<file path="config.mk">
export PLATFORM = sky130hd
export DESIGN_NAME = flash_ctrl
export DESIGN_NICKNAME = d
export VERILOG_FILES = /design/src/logic/flash_cycle_ports_fix.sv /design/src/logic/flash_ctrl_pkg.sv /design/src/logic/flash_cycle.sv /design/src/logic/flash_ctrl.sv
export VERILOG_INCLUDE_DIRS = /design/src /design/src/logic
export SDC_FILE = /design/constraint.sdc
export NUM_CORES = 1
export LEC_CHECK = 0
export ABC_AREA = 1
export BUFFER_PORTS_ARGS = -buffer_cell sky130_fd_sc_hd__buf_2
export CORE_MARGIN = 4
export CORE_UTILIZATION = 26
export CTS_CLUSTER_SIZE = 25
export DETAILED_ROUTE_END_ITERATION = 10
export PLACE_DENSITY = 0.48
export RECOVER_POWER = 100
export SLEW_MARGIN = 20
export SYNTH_ARGS = -nofsm -noshare
export SYNTH_HDL_FRONTEND = slang
export SYNTH_SLANG_ARGS = --single-unit
</file>
<file path="constraint.sdc">
create_clock -name ref_clk_i -period 8.2 [get_ports ref_clk_i]
set_clock_uncertainty 0.1 [all_clocks]
set_input_delay 1.64 -clock ref_clk_i [delete_from_list [all_inputs] [get_ports ref_clk_i]]
set_output_delay 1.64 -clock ref_clk_i [all_outputs]
set_load 0.05 [all_outputs]
</file>
<file path="src/logic/flash_ctrl_map.svh">
// Register offsets, field positions, reset values and timing counts of the flash controller.
// Assumes a 250 MHz clock and word addressing on the Avalon-MM slave port.
`ifndef FLASH_CTRL_MAP_SVH
`define FLASH_CTRL_MAP_SVH

`define REG_CTRL 3'h0
`define REG_ADDR 3'h1
`define REG_WDATA 3'h2
`define REG_RDATA 3'h3
`define REG_STATUS 3'h4
`define REG_RSTCMD 3'h5

`define CTRL_OP_LSB 0
`define CTRL_SKIP_BIT 4

`define ST_BUSY 0
`define ST_DONE_OK 1
`define ST_FAIL 2
`define ST_SECT_TOG 3
`define ST_WIN_CLOSED 4
`define ST_MAYBE_REJ 5
`define ST_READY 6

`define RSTCMD_RESET 16'h0000

`define DQ_TOGGLE_BIT 6
`define DQ_TLIMIT_BIT 5
`define DQ_EWIN_BIT 3
`define DQ_SECT_BIT 2

`define CLK_PERIOD_NS 4
`define T_RD_NS 70
`define T_WP_NS 35
`define T_REC_NS 20
`define T_GAP_US 50
`define RD_CYC ((`T_RD_NS + `CLK_PERIOD_NS - 1) / `CLK_PERIOD_NS)
`define WR_CYC ((`T_WP_NS + `CLK_PERIOD_NS - 1) / `CLK_PERIOD_NS)
`define REC_CYC ((`T_REC_NS + `CLK_PERIOD_NS - 1) / `CLK_PERIOD_NS)
`define GAP_CYC ((`T_GAP_US * 1000) / `CLK_PERIOD_NS)

`endif

</file>
<file path="src/logic/flash_cycle_ports_fix.sv">
// This file holds no logic; the bus cycle engine is the flash_cycle module.

</file>
<file path="src/logic/flash_ctrl_pkg.sv">
// Types shared by the flash controller and its bus cycle engine.
// Assumes the constants of flash_ctrl_map.svh are included where numbers are needed.
package flash_ctrl_pkg;

  typedef enum logic [1:0] {
    OP_WRITE = 2'b00,
    OP_READ = 2'b01,
    OP_POLL = 2'b10,
    OP_SECT_ERASE = 2'b11
  } op_t;

  typedef enum logic [3:0] {
    S_IDLE = 4'h0,
    S_SINGLE = 4'h1,
    S_POLL1 = 4'h2,
    S_POLL2 = 4'h3,
    S_RECHK1 = 4'h4,
    S_RECHK2 = 4'h5,
    S_RSTCMD = 4'h6,
    S_WIN_PRE = 4'h7,
    S_WIN_CMD = 4'h8,
    S_WIN_POST = 4'h9
  } state_t;

  typedef enum logic [1:0] {
    CYC_IDLE = 2'b00,
    CYC_ACT = 2'b01,
    CYC_REC = 2'b10
  } cyc_state_t;

  typedef struct packed {
    logic ready;
    logic maybe_rejected;
    logic window_closed;
    logic sector_toggled;
    logic fail_timing;
    logic done_ok;
    logic busy;
  } status_t;

endpackage

</file>
<file path="src/logic/flash_cycle.sv">
// One asynchronous flash bus cycle, read or write, timed in clock cycles.
// Assumes the requester waits for done_o before it asks again.
`timescale 1ns/1ps
`include "flash_ctrl_map.svh"
module flash_cycle #(
  parameter int ADDR_W = 19,
  parameter int DATA_W = 16,
  parameter int RD_CYC = `RD_CYC,
  parameter int WR_CYC = `WR_CYC,
  parameter int REC_CYC = `REC_CYC
) (
  input wire logic ref_clk_i,
  input wire logic rst_i,
  input wire logic req_i,
  input wire logic we_i,
  input wire logic [ADDR_W-1:0] addr_i,
  input wire logic [DATA_W-1:0] data_i,
  input wire logic [DATA_W-1:0] dq_in_i,
  output logic done_o,
  output logic [DATA_W-1:0] rdata_o,
  output logic [ADDR_W-1:0] addr_o,
  output logic [DATA_W-1:0] dq_o,
  output logic dq_oe_n_o,
  output logic ce_n_o,
  output logic oe_n_o,
  output logic we_n_o
);

  if (RD_CYC < 1 || RD_CYC > 255 || WR_CYC < 1 || WR_CYC > 255 ||
      REC_CYC < 1 || REC_CYC > 255) begin : g_chk
    $error("flash_cycle: cycle counts must lie in 1..255");
  end

  flash_ctrl_pkg::cyc_state_t st_q, st_d;
  logic [7:0] cnt_q, cnt_d;
  logic we_q, we_d;
  logic done_d;
  logic [DATA_W-1:0] rdata_d, dq_d;
  logic [ADDR_W-1:0] addr_d;
  logic dq_oe_n_d, ce_n_d, oe_n_d, we_n_d;
  logic [DATA_W-1:0] dq_i_s;

  assign dq_i_s = dq_in_i;

  always_comb begin
    st_d = st_q;
    cnt_d = cnt_q;
    we_d = we_q;
    done_d = 1'b0;
    rdata_d = rdata_o;
    addr_d = addr_o;
    dq_d = dq_o;
    dq_oe_n_d = dq_oe_n_o;
    ce_n_d = ce_n_o;
    oe_n_d = oe_n_o;
    we_n_d = we_n_o;
    unique case (st_q)
      flash_ctrl_pkg::CYC_IDLE: begin
        if (req_i) begin
          st_d = flash_ctrl_pkg::CYC_ACT;
          we_d = we_i;
          addr_d = addr_i;
          dq_d = data_i;
          ce_n_d = 1'b0;
          oe_n_d = we_i;
          we_n_d = ~we_i;
          dq_oe_n_d = ~we_i;
          cnt_d = we_i ? 8'(WR_CYC - 1) : 8'(RD_CYC - 1);
        end
      end
      flash_ctrl_pkg::CYC_ACT: begin
        if (cnt_q == 8'h00) begin
          // Data is sampled at the end of the strobe so the full access time has passed.
          if (!we_q) begin
            rdata_d = dq_i_s;
          end
          ce_n_d = 1'b1;
          oe_n_d = 1'b1;
          we_n_d = 1'b1;
          st_d = flash_ctrl_pkg::CYC_REC;
          cnt_d = 8'(REC_CYC - 1);
        end else begin
          cnt_d = cnt_q - 8'h01;
        end
      end
      flash_ctrl_pkg::CYC_REC: begin
        // The recovery gap covers output enable hold for status reads and address hold.
        if (cnt_q == 8'h00) begin
          dq_oe_n_d = 1'b1;
          done_d = 1'b1;
          st_d = flash_ctrl_pkg::CYC_IDLE;
        end else begin
          cnt_d = cnt_q - 8'h01;
        end
      end
      default: begin
        st_d = flash_ctrl_pkg::CYC_IDLE;
      end
    endcase
  end

  always_ff @(posedge ref_clk_i or posedge rst_i) begin
    if (rst_i) begin
      st_q <= flash_ctrl_pkg::CYC_IDLE;
      cnt_q <= 8'h00;
      we_q <= 1'b0;
      done_o <= 1'b0;
      rdata_o <= '0;
      addr_o <= '0;
      dq_o <= '0;
      dq_oe_n_o <= 1'b1;
      ce_n_o <= 1'b1;
      oe_n_o <= 1'b1;
      we_n_o <= 1'b1;
    end else begin
      st_q <= st_d;
      cnt_q <= cnt_d;
      we_q <= we_d;
      done_o <= done_d;
      rdata_o <= rdata_d;
      addr_o <= addr_d;
      dq_o <= dq_d;
      dq_oe_n_o <= dq_oe_n_d;
      ce_n_o <= ce_n_d;
      oe_n_o <= oe_n_d;
      we_n_o <= we_n_d;
    end
  end

endmodule

</file>
<file path="src/logic/flash_ctrl.sv">
// Host-side flash controller: software orders bus cycles, status polls and guarded
// sector erase commands over Avalon-MM; the controller drives the flash pins.
// Assumes flash inputs are synchronous to ref_clk_i and the flash keeps its own rules.
//
// Contract
// [RULE1] Timing-limit flag high means operation failed.
// [RULE2] Programming a one over zero ends failed.
// [RULE3] After failure, host writes the reset command.
// [RULE4] Erase window flag zero while acceptance timer runs.
// [RULE5] Chip erase has no acceptance window.
// [RULE6] Each extra sector command restarts full timeout.
// [RULE7] Skip window check only when spacing under 50us.
// [RULE8] Flag one: commands except suspend ignored.
// [RULE9] Flag zero: further sector erases accepted.
// [RULE10] Check window flag before and after commands.
// [RULE11] Status reads use a valid sector address.
// [RULE12] Read toggle twice; recheck after limit flag.
// [RULE13] Toggle bit inverts per read while busy.
// [RULE14] Sector toggle flips in selected sectors.
// [RULE15] Ready/busy low while programming or erasing.
// [RULE16] Pulse limit and timeout are parameters.
`timescale 1ns/1ps
`include "flash_ctrl_map.svh"
module flash_ctrl #(
  parameter int ADDR_W = 19,
  parameter int DATA_W = 16,
  parameter int GAP_CYC = `GAP_CYC
) (
  input wire logic ref_clk_i,
  input wire logic rst_i,
  input wire logic [2:0] avs_address_i,
  input wire logic avs_read_i,
  input wire logic avs_write_i,
  input wire logic [31:0] avs_writedata_i,
  output logic [31:0] avs_readdata_o,
  output logic avs_waitrequest_o,
  output logic [ADDR_W-1:0] flash_addr_o,
  input wire logic [DATA_W-1:0] flash_dq_i,
  output logic [DATA_W-1:0] flash_dq_o,
  output logic flash_dq_oe_n_o,
  output logic flash_ce_n_o,
  output logic flash_oe_n_o,
  output logic flash_we_n_o,
  input wire logic flash_ready_busy_i
);

  if (DATA_W < 8 || DATA_W > 32 || ADDR_W < 1 || ADDR_W > 32 || GAP_CYC < 1 ||
      GAP_CYC > 65535) begin : g_chk
    $error("flash_ctrl: DATA_W 8..32, ADDR_W 1..32, GAP_CYC 1..65535");
  end

  flash_ctrl_pkg::state_t st_q, st_d;
  flash_ctrl_pkg::op_t op_q, op_d;
  flash_ctrl_pkg::status_t stat_q, stat_d;
  logic skip_q, skip_d;
  logic [ADDR_W-1:0] addr_q, addr_d;
  logic [DATA_W-1:0] wdata_q, wdata_d, rdata_q, rdata_d, first_q, first_d;
  logic [DATA_W-1:0] rstcmd_q, rstcmd_d;
  logic [15:0] gap_q, gap_d;
  logic pend_q, pend_d, req_q, req_d;
  logic wait_q, wait_d;
  logic [31:0] rd_q, rd_d;
  logic cyc_done, cyc_we;
  logic [DATA_W-1:0] cyc_rdata, cyc_data;
  logic bus_take;

  // Toggling means the named bit differs between two back-to-back reads.
  function automatic logic differs(input logic [DATA_W-1:0] a, input logic [DATA_W-1:0] b,
                                   input int unsigned bit_pos);
    differs = a[bit_pos] ^ b[bit_pos];
  endfunction

  assign bus_take = (avs_read_i || avs_write_i) && !wait_q;
  assign cyc_we = (st_q == flash_ctrl_pkg::S_SINGLE && op_q == flash_ctrl_pkg::OP_WRITE) ||
                  st_q == flash_ctrl_pkg::S_RSTCMD || st_q == flash_ctrl_pkg::S_WIN_CMD;
  assign cyc_data = (st_q == flash_ctrl_pkg::S_RSTCMD) ? rstcmd_q : wdata_q;

  flash_cycle #(
    .ADDR_W(ADDR_W),
    .DATA_W(DATA_W),
    .RD_CYC(`RD_CYC),
    .WR_CYC(`WR_CYC),
    .REC_CYC(`REC_CYC)
  ) u_cycle (
    .ref_clk_i(ref_clk_i),
    .rst_i(rst_i),
    .req_i(req_q),
    .we_i(cyc_we),
    .addr_i(addr_q),
    .data_i(cyc_data),
    .done_o(cyc_done),
    .rdata_o(cyc_rdata),
    .addr_o(flash_addr_o),
    .dq_o(flash_dq_o),
    .dq_in_i(flash_dq_i),
    .dq_oe_n_o(flash_dq_oe_n_o),
    .ce_n_o(flash_ce_n_o),
    .oe_n_o(flash_oe_n_o),
    .we_n_o(flash_we_n_o)
  );

  always_comb begin
    st_d = st_q;
    op_d = op_q;
    stat_d = stat_q;
    skip_d = skip_q;
    addr_d = addr_q;
    wdata_d = wdata_q;
    rdata_d = rdata_q;
    first_d = first_q;
    rstcmd_d = rstcmd_q;
    gap_d = (gap_q == 16'(GAP_CYC)) ? gap_q : gap_q + 16'h0001;
    pend_d = pend_q;
    req_d = 1'b0;
    wait_d = 1'b1;
    rd_d = rd_q;
    stat_d.ready = flash_ready_busy_i;

    // Slave answers one cycle after a request is first seen.
    if ((avs_read_i || avs_write_i) && wait_q) begin
      wait_d = 1'b0;
      unique case (avs_address_i)
        `REG_CTRL: rd_d = {27'h0, skip_q, 2'b00, op_q};
        `REG_ADDR: rd_d = 32'(addr_q);
        `REG_WDATA: rd_d = 32'(wdata_q);
        `REG_RDATA: rd_d = 32'(rdata_q);
        `REG_STATUS: rd_d = {25'h0, stat_q};
        `REG_RSTCMD: rd_d = 32'(rstcmd_q);
        default: rd_d = 32'h0000_0000;
      endcase
    end

    // Registers are frozen while an operation runs; a start order while busy is dropped.
    if (bus_take && avs_write_i && st_q == flash_ctrl_pkg::S_IDLE) begin
      unique case (avs_address_i)
        `REG_CTRL: begin
          op_d = flash_ctrl_pkg::op_t'(avs_writedata_i[`CTRL_OP_LSB +: 2]);
          skip_d = avs_writedata_i[`CTRL_SKIP_BIT];
          stat_d = '0;
          stat_d.busy = 1'b1;
          stat_d.ready = flash_ready_busy_i;
          unique case (flash_ctrl_pkg::op_t'(avs_writedata_i[`CTRL_OP_LSB +: 2]))
            flash_ctrl_pkg::OP_POLL: st_d = flash_ctrl_pkg::S_POLL1;
            flash_ctrl_pkg::OP_SECT_ERASE: begin
              // The check may be skipped only while the previous command is under 50us old.
              if (avs_writedata_i[`CTRL_SKIP_BIT] && gap_q != 16'(GAP_CYC)) begin // [RULE7]
                st_d = flash_ctrl_pkg::S_WIN_CMD;
              end else begin
                st_d = flash_ctrl_pkg::S_WIN_PRE; // [RULE10]
              end
            end
            default: st_d = flash_ctrl_pkg::S_SINGLE;
          endcase
        end
        `REG_ADDR: addr_d = ADDR_W'(avs_writedata_i);
        `REG_WDATA: wdata_d = DATA_W'(avs_writedata_i);
        `REG_RSTCMD: rstcmd_d = DATA_W'(avs_writedata_i);
        default: begin
        end
      endcase
    end

    if (st_q != flash_ctrl_pkg::S_IDLE) begin
      if (!pend_q) begin
        req_d = 1'b1;
        pend_d = 1'b1;
      end else if (cyc_done) begin
        pend_d = 1'b0;
        unique case (st_q)
          flash_ctrl_pkg::S_SINGLE: begin
            if (op_q == flash_ctrl_pkg::OP_READ) begin
              rdata_d = cyc_rdata;
            end
            stat_d.done_ok = 1'b1;
            stat_d.busy = 1'b0;
            st_d = flash_ctrl_pkg::S_IDLE;
          end
          flash_ctrl_pkg::S_POLL1: begin
            // Status reads go to the software-given program or erase-sector address.
            first_d = cyc_rdata; // [RULE11]
            st_d = flash_ctrl_pkg::S_POLL2;
          end
          flash_ctrl_pkg::S_POLL2: begin
            rdata_d = cyc_rdata;
            stat_d.sector_toggled = differs(first_q, cyc_rdata, `DQ_SECT_BIT); // [RULE14]
            if (!differs(first_q, cyc_rdata, `DQ_TOGGLE_BIT)) begin // [RULE12] [RULE13]
              stat_d.done_ok = 1'b1;
              stat_d.busy = 1'b0;
              st_d = flash_ctrl_pkg::S_IDLE;
            end else if (cyc_rdata[`DQ_TLIMIT_BIT]) begin // [RULE1]
              st_d = flash_ctrl_pkg::S_RECHK1; // [RULE12]
            end else begin
              st_d = flash_ctrl_pkg::S_POLL1;
            end
          end
          flash_ctrl_pkg::S_RECHK1: begin
            first_d = cyc_rdata;
            st_d = flash_ctrl_pkg::S_RECHK2;
          end
          flash_ctrl_pkg::S_RECHK2: begin
            rdata_d = cyc_rdata;
            if (!differs(first_q, cyc_rdata, `DQ_TOGGLE_BIT)) begin // [RULE12]
              stat_d.done_ok = 1'b1;
              stat_d.busy = 1'b0;
              st_d = flash_ctrl_pkg::S_IDLE;
            end else begin
              // Still toggling with the limit flag up: a failed program or erase.
              stat_d.fail_timing = 1'b1; // [RULE1] [RULE2]
              st_d = flash_ctrl_pkg::S_RSTCMD; // [RULE3]
            end
          end
          flash_ctrl_pkg::S_RSTCMD: begin
            stat_d.busy = 1'b0;
            st_d = flash_ctrl_pkg::S_IDLE;
          end
          flash_ctrl_pkg::S_WIN_PRE: begin
            rdata_d = cyc_rdata;
            if (cyc_rdata[`DQ_EWIN_BIT]) begin // [RULE8]
              stat_d.window_closed = 1'b1;
              stat_d.busy = 1'b0;
              st_d = flash_ctrl_pkg::S_IDLE;
            end else begin
              st_d = flash_ctrl_pkg::S_WIN_CMD; // [RULE9]
            end
          end
          flash_ctrl_pkg::S_WIN_CMD: begin
            // Each accepted command restarts the device timeout, so the gap restarts too.
            gap_d = 16'h0000; // [RULE6]
            st_d = flash_ctrl_pkg::S_WIN_POST;
          end
          flash_ctrl_pkg::S_WIN_POST: begin
            rdata_d = cyc_rdata;
            stat_d.maybe_rejected = cyc_rdata[`DQ_EWIN_BIT]; // [RULE10] [RULE4]
            stat_d.done_ok = ~cyc_rdata[`DQ_EWIN_BIT];
            stat_d.busy = 1'b0;
            st_d = flash_ctrl_pkg::S_IDLE;
          end
          default: begin
            st_d = flash_ctrl_pkg::S_IDLE;
          end
        endcase
      end
    end
  end

  always_ff @(posedge ref_clk_i or posedge rst_i) begin
    if (rst_i) begin
      st_q <= flash_ctrl_pkg::S_IDLE;
      op_q <= flash_ctrl_pkg::OP_WRITE;
      stat_q <= '0;
      skip_q <= 1'b0;
      addr_q <= '0;
      wdata_q <= '0;
      rdata_q <= '0;
      first_q <= '0;
      rstcmd_q <= DATA_W'(`RSTCMD_RESET);
      gap_q <= 16'(GAP_CYC);
      pend_q <= 1'b0;
      req_q <= 1'b0;
      wait_q <= 1'b1;
      rd_q <= 32'h0000_0000;
    end else begin
      st_q <= st_d;
      op_q <= op_d;
      stat_q <= stat_d;
      skip_q <= skip_d;
      addr_q <= addr_d;
      wdata_q <= wdata_d;
      rdata_q <= rdata_d;
      first_q <= first_d;
      rstcmd_q <= rstcmd_d;
      gap_q <= gap_d;
      pend_q <= pend_d;
      req_q <= req_d;
      wait_q <= wait_d;
      rd_q <= rd_d;
    end
  end

  assign avs_readdata_o = rd_q;
  assign avs_waitrequest_o = wait_q;

endmodule

</file>
# == Word-level counts from Yosys, hierarchy flattened ==
# Index checks and enable logic that the tools add are counted.
# totals
reg_bits,206
inputBits,56
# op_classes
addsub,2
eq_ne,26
n_mux,60
bitwise_logic,5
reduce_logical,36
# op_table
operator,count
$pmux W19 S6,1
$mux W16,7
$mux W4,8
$pmux W16 S2,1
$mux W6,5
$mux W8,3
$pmux W4 S6,1
$pmux W8 S3,1
$mux W1,18
$add A16 B1 Y16 const B,1
$eq A16 B14 Y1 const B,1
$eq A4 B3 Y1 const B,4
$ne A16 B14 Y1 const B,1
$reduce_and A3 Y1,5
$reduce_and A2 Y1,5
$eq A4 B2 Y1 const B,2
$eq A4 B4 Y1 const B,2
$logic_not A8 Y1,1
$mux W2,4
$pmux W1 S2,4
$pmux W4 S2,1
$sub A8 B1 Y8 const B,1
$eq A2 B2 Y1 const B,3
$eq A3 B2 Y1 const B,2
26 further kinds,47

# == Depth between registers and ports, before layout ==
# logic_depth
word_depth,10
mapped_depth,11
depth_no_buf,11

# == Modules after synthesis ==
# From an unflattened synthesis, not the netlist that was laid out.
# hier_totals
cells_unflattened,1004
area_unflattened_um2,8976.1
# by_module_without_submodules
module,n_inst,cells_per_inst,area_per_inst_um2,seq_area_each_um2
flash_ctrl,1,730,5982.0,3036.7
flash_cycle,1,274,2994.1,1681.6

# == Worst setup path after synthesis ==
# OpenSTA, ideal clock, no wires.
# synth_timing
path_type,input-to-reg
from,input avs_address_i[2]
to,register addr_q[7]
setup_ns,0.128
arrival_time_ns,2.548
required_ns,7.972
setup_slack_ns,5.424
stages,9
cell_sequence,buf_4 -> inv_1 -> nand3_2 -> inv_1 -> nand2_1 -> buf_6 -> buf_2 -> nand2_1 -> o21ai_1
# synth_via
elab_chain_cells,2
# synth_lines
item,line_no,text
"start, declared",flash_ctrl.sv:31,"input wire logic [2:0] avs_address_i,"
$eq A3 B1 Y1,flash_ctrl.sv:135,unique case (avs_address_i)
$reduce_and A2 Y1 (no source line),--,
"end signal, assigned",flash_ctrl.sv:267,addr_q <= addr_d;
"end, declared",flash_ctrl.sv:56,"logic [ADDR_W-1:0] addr_q, addr_d;"
# No other way between the ends.
# A chain may end at the register's enable or synchronous reset.

# == Worst setup path after layout ==
# layout_timing
from,input avs_address_i[2]
to,register addr_q[11]
# The elaborated chain is that of the path after synthesis.

==> results.json <==
{
  "status": "complete, but fails checks",
  "violations": "max-capacitance violations, max-slew violations",
  "drtPass1Iterations": 5,
  "worstPathArrival_ns": 4.48,
  "switching_share_pct": 42.3,
  "layout_common_cells": "nand2_1 (311), dfrtp_1 (177), o21ai_0 (114)",
  "hp-class": "reg2reg",
  "vias_per_cell": 4.42,
  "setup_tns_ns": 0,
  "path_clk_slew_ns": 0.07,
  "layout.nets": 1205,
  "cts_hold_buf": 0,
  "num_rows": 67,
  "fin_crit_sh_pct": 52.6,
  "ctsRootBufferMaster": "clkbuf_16",
  "finalHoldViolCount": 0,
  "cp_max_fo": 22,
  "grt_pass1_vias": 6943,
  "worst_pin_slew_ns": 2.28,
  "comb_power_share_pct": 34.2,
  "ctsLongestPathBuffers": 2,
  "crit_chain": "clkbuf_1, inv_1, nand3_1, inv_1, nand2_1, clkbuf_1, o21ai_0",
  "max_stage_delay_ns": 0.85,
  "grt_pass1_wl_um": 38700,
  "cap_violations": 1,
  "cts_tree": "yes",
  "cellPowerDensity_nw_per_um2": 352,
  "crit_buf_inv": 4,
  "setup_viol": 0,
  "rsz0062_at_grt": "no",
  "seqPwrFrac_pct": 41.0,
  "synth_top_cell_by_area": "dfrtp_1",
  "synthTopCellsByArea": "dfrtp_1 (50%), nand2_1 (13%), o21ai_0 (4.5%), inv_1 (4.2%), a21oi_1 (3.7%)",
  "die_w_um": 192,
  "power.internal_w": 0.00205,
  "cts_setup_buffers": 0,
  "cp-start-kind": "input port",
  "crit_type": "in2reg",
  "synthesis.area_um2": 8830,
  "p_leak_nw": 4.98,
  "ir_drop_v": 0.000168,
  "grt_antenna_before_repair": 3,
  "synth_edf_count": 0,
  "synth.avg_cell_area_um2": 8.41,
  "grt_max_degree": 124,
  "die_h_um": 192,
  "ys_warn_count": 0,
  "yosysSeqAreaShare_pct": 53.4,
  "drt_iter0_markers": 431,
  "htree_num_levels": 4,
  "cp_top_family": "buffers and inverters",
  "die-area_um2": 37000,
  "maxSlewViolCount": 48,
  "num_io_pins": 128,
  "wirelength_um": 24700,
  "ys.flop_type": "dfrtp_1",
  "wl_per_cell_um": 15.4,
  "grt_overflow": 0,
  "post_cts_resized": 0,
  "clk-insertion-delay-late_ns": 0.44,
  "vias": 7075,
  "layout_commonest_cell": "nand2_1",
  "num_antenna_cells": 0,
  "antenna_left": 0,
  "place_hpwl_um": 17400,
  "clock_sinks": 188,
  "postSynth.asyncResetShare_pct": 100,
  "cts_made_buffers": 17,
  "drive_gt1_share_pct": 10.1,
  "finalWeightedCongestion": 0.838,
  "place_area_um2": 9700,
  "synthDistinctLibCells": 45,
  "cp.required_ns": 8.37,
  "synth_top_area_share_pct": 50.1,
  "fin_crit_ns": 4.31,
  "crit_slowest_cell": "clkbuf_1",
  "grt_use_total_pct": 13.5,
  "drc": 0,
  "p_switching_w": 0.00150,
  "worstSetupEndpointType": "flop",
  "start_util_pct": 26.3,
  "syn_inst": 1050,
  "maxSlewHeadroom_pct": -52.1,
  "area_delta_synth_final_pct": 14.3,
  "core_area_um2": 33500,
  "ys_ff_latch": 188,
  "p_clk_share_pct": 24.8,
  "finalInstanceArea_um2": 10100,
  "port_buffers": 101,
  "fmax_mhz": 232
}
area by class of cell:
type,instances,area (um^2)
fill,3709,23400
sequential,188,4720
timing repair buffer,107,458
inverter,111,424
clock inverter,13,181
multi-input combinational,716,3310
tap,448,561
clock buffer,19,443
through the flow:
stage	worst slack, ns	hold WS, ns	std cells	util, %	power [W]
2_1_floorplan	1.36	0.325	1062	-	0.00242
3_3_place_gp	4.23	0.344	1570	28.9	0.00276
3_5_place_dp	4.18	0.355	1570	28.9	0.00278
4_1_cts	4.64	0.365	1602	30.8	0.00368
5_1_grt	3.44	0.378	1602	30.1	0.00380
6_report	3.89	0.360	1602	30.1	0.00355
kinds of logic (layout without fill, tap and decap cells):
family | Yosys count | count (layout) | synth area share [%]
AND/OR/NAND/NOR | 475 | 475 | 23.1
AO/OA/AOI/OAI | 214 | 214 | 13.6
flip-flops | 188 | 188 | 53.4
buffers and inverters | 158 | 250 | 8.10
adder cells (fa/ha/maj) | 8 | 8 | 1.13
XOR/XNOR | 6 | 6 | 0.595
other | 1 | 13 | 0.0425
state kept, by name, summed over array words and instances (netlist names), 2 cells and up:
register,cells
op_q,2
u_cycle.dq_o,16
gap_q,16
addr_q,19
wdata_q,16
st_q,4
avs_readdata_o,19
rdata_q,16
u_cycle.addr_o,19
stat_q,7
u_cycle.rdata_o,16
rstcmd_q,16
u_cycle.cnt_q,8
u_cycle.st_q,2
first_q,2
worst register-to-register path: stages (launching register included):
cell and delay (ns):
dfrtp_1 0.38, inv_1 0.10, ha_1 0.22, nand2_1 0.06, clkbuf_1 1.61, inv_1 1.23
nand2_1 0.27, o21ai_0 0.10
synth_stat cells (3+ instances only):
cell,n
nor2_1,85
xor2_1,5
a21oi_2,3
ha_1,8
a22oi_1,10
inv_1,99
nand2_1,309
dfrtp_1,177
a21oi_1,65
nand2_2,14
nor2_4,3
buf_6,7
nand4_1,6
nor3_1,6
buf_1,3
nor2_2,5
o21ai_0,80
clkbuf_1,11
nand3_1,34
inv_2,11
o21ai_1,25
o22ai_1,4
buf_2,11
dfstp_2,11
buf_4,15
o21ai_2,16
final timing paths:
| kind | startpoint | slack (ns) | cells past startpoint | to |
|---|---|---|---|---|
| min in group asynchronous | rst_i | 1.30 | 2 | u_cycle.addr_o[10]$_DFFE_PP0P_ |
| worst max-delay path | avs_address_i[2] | 3.89 | 7 | addr_q[11]$_DFFE_PP0P_ |
| worst min register to register | pend_q$_DFFE_PP0N_ | 0.36 | 1 | req_q$_DFF_PP0_ |
| max in group asynchronous | rst_i | 5.24 | 3 | addr_q[15]$_DFFE_PP0P_ |
| worst min-delay path | pend_q$_DFFE_PP0N_ | 0.36 | 1 | req_q$_DFF_PP0_ |
| worst max register to register | u_cycle.st_q[0]$_DFFE_PP0P_ | 3.97 | 7 | u_cycle.we_q$_DFFE_PP0P_ |
power groups by stage:
stage / Combinational (W) / Clock (W) / Sequential [W]
after global routing: 0.00136 / 0.000942 / 0.00150
after detailed placement: 0.00130 / 0 / 0.00147
final: 0.00121 / 0.000882 / 0.00146
after floorplan: 0.000657 / 0 / 0.00177
after global placement: 0.00129 / 0 / 0.00147
after CTS: 0.00131 / 0.000908 / 0.00146
metal layers:
layer	GRT usage [%]	up-vias	share of wire [%]
met4	3.65	6	1.1
met2	22.5	136	49
met3	2.79	23	4.5
met1	17.9	3393	45
li1	-	3517	-
met5	0	-	0.14
(Power assumes the default switching activity.)
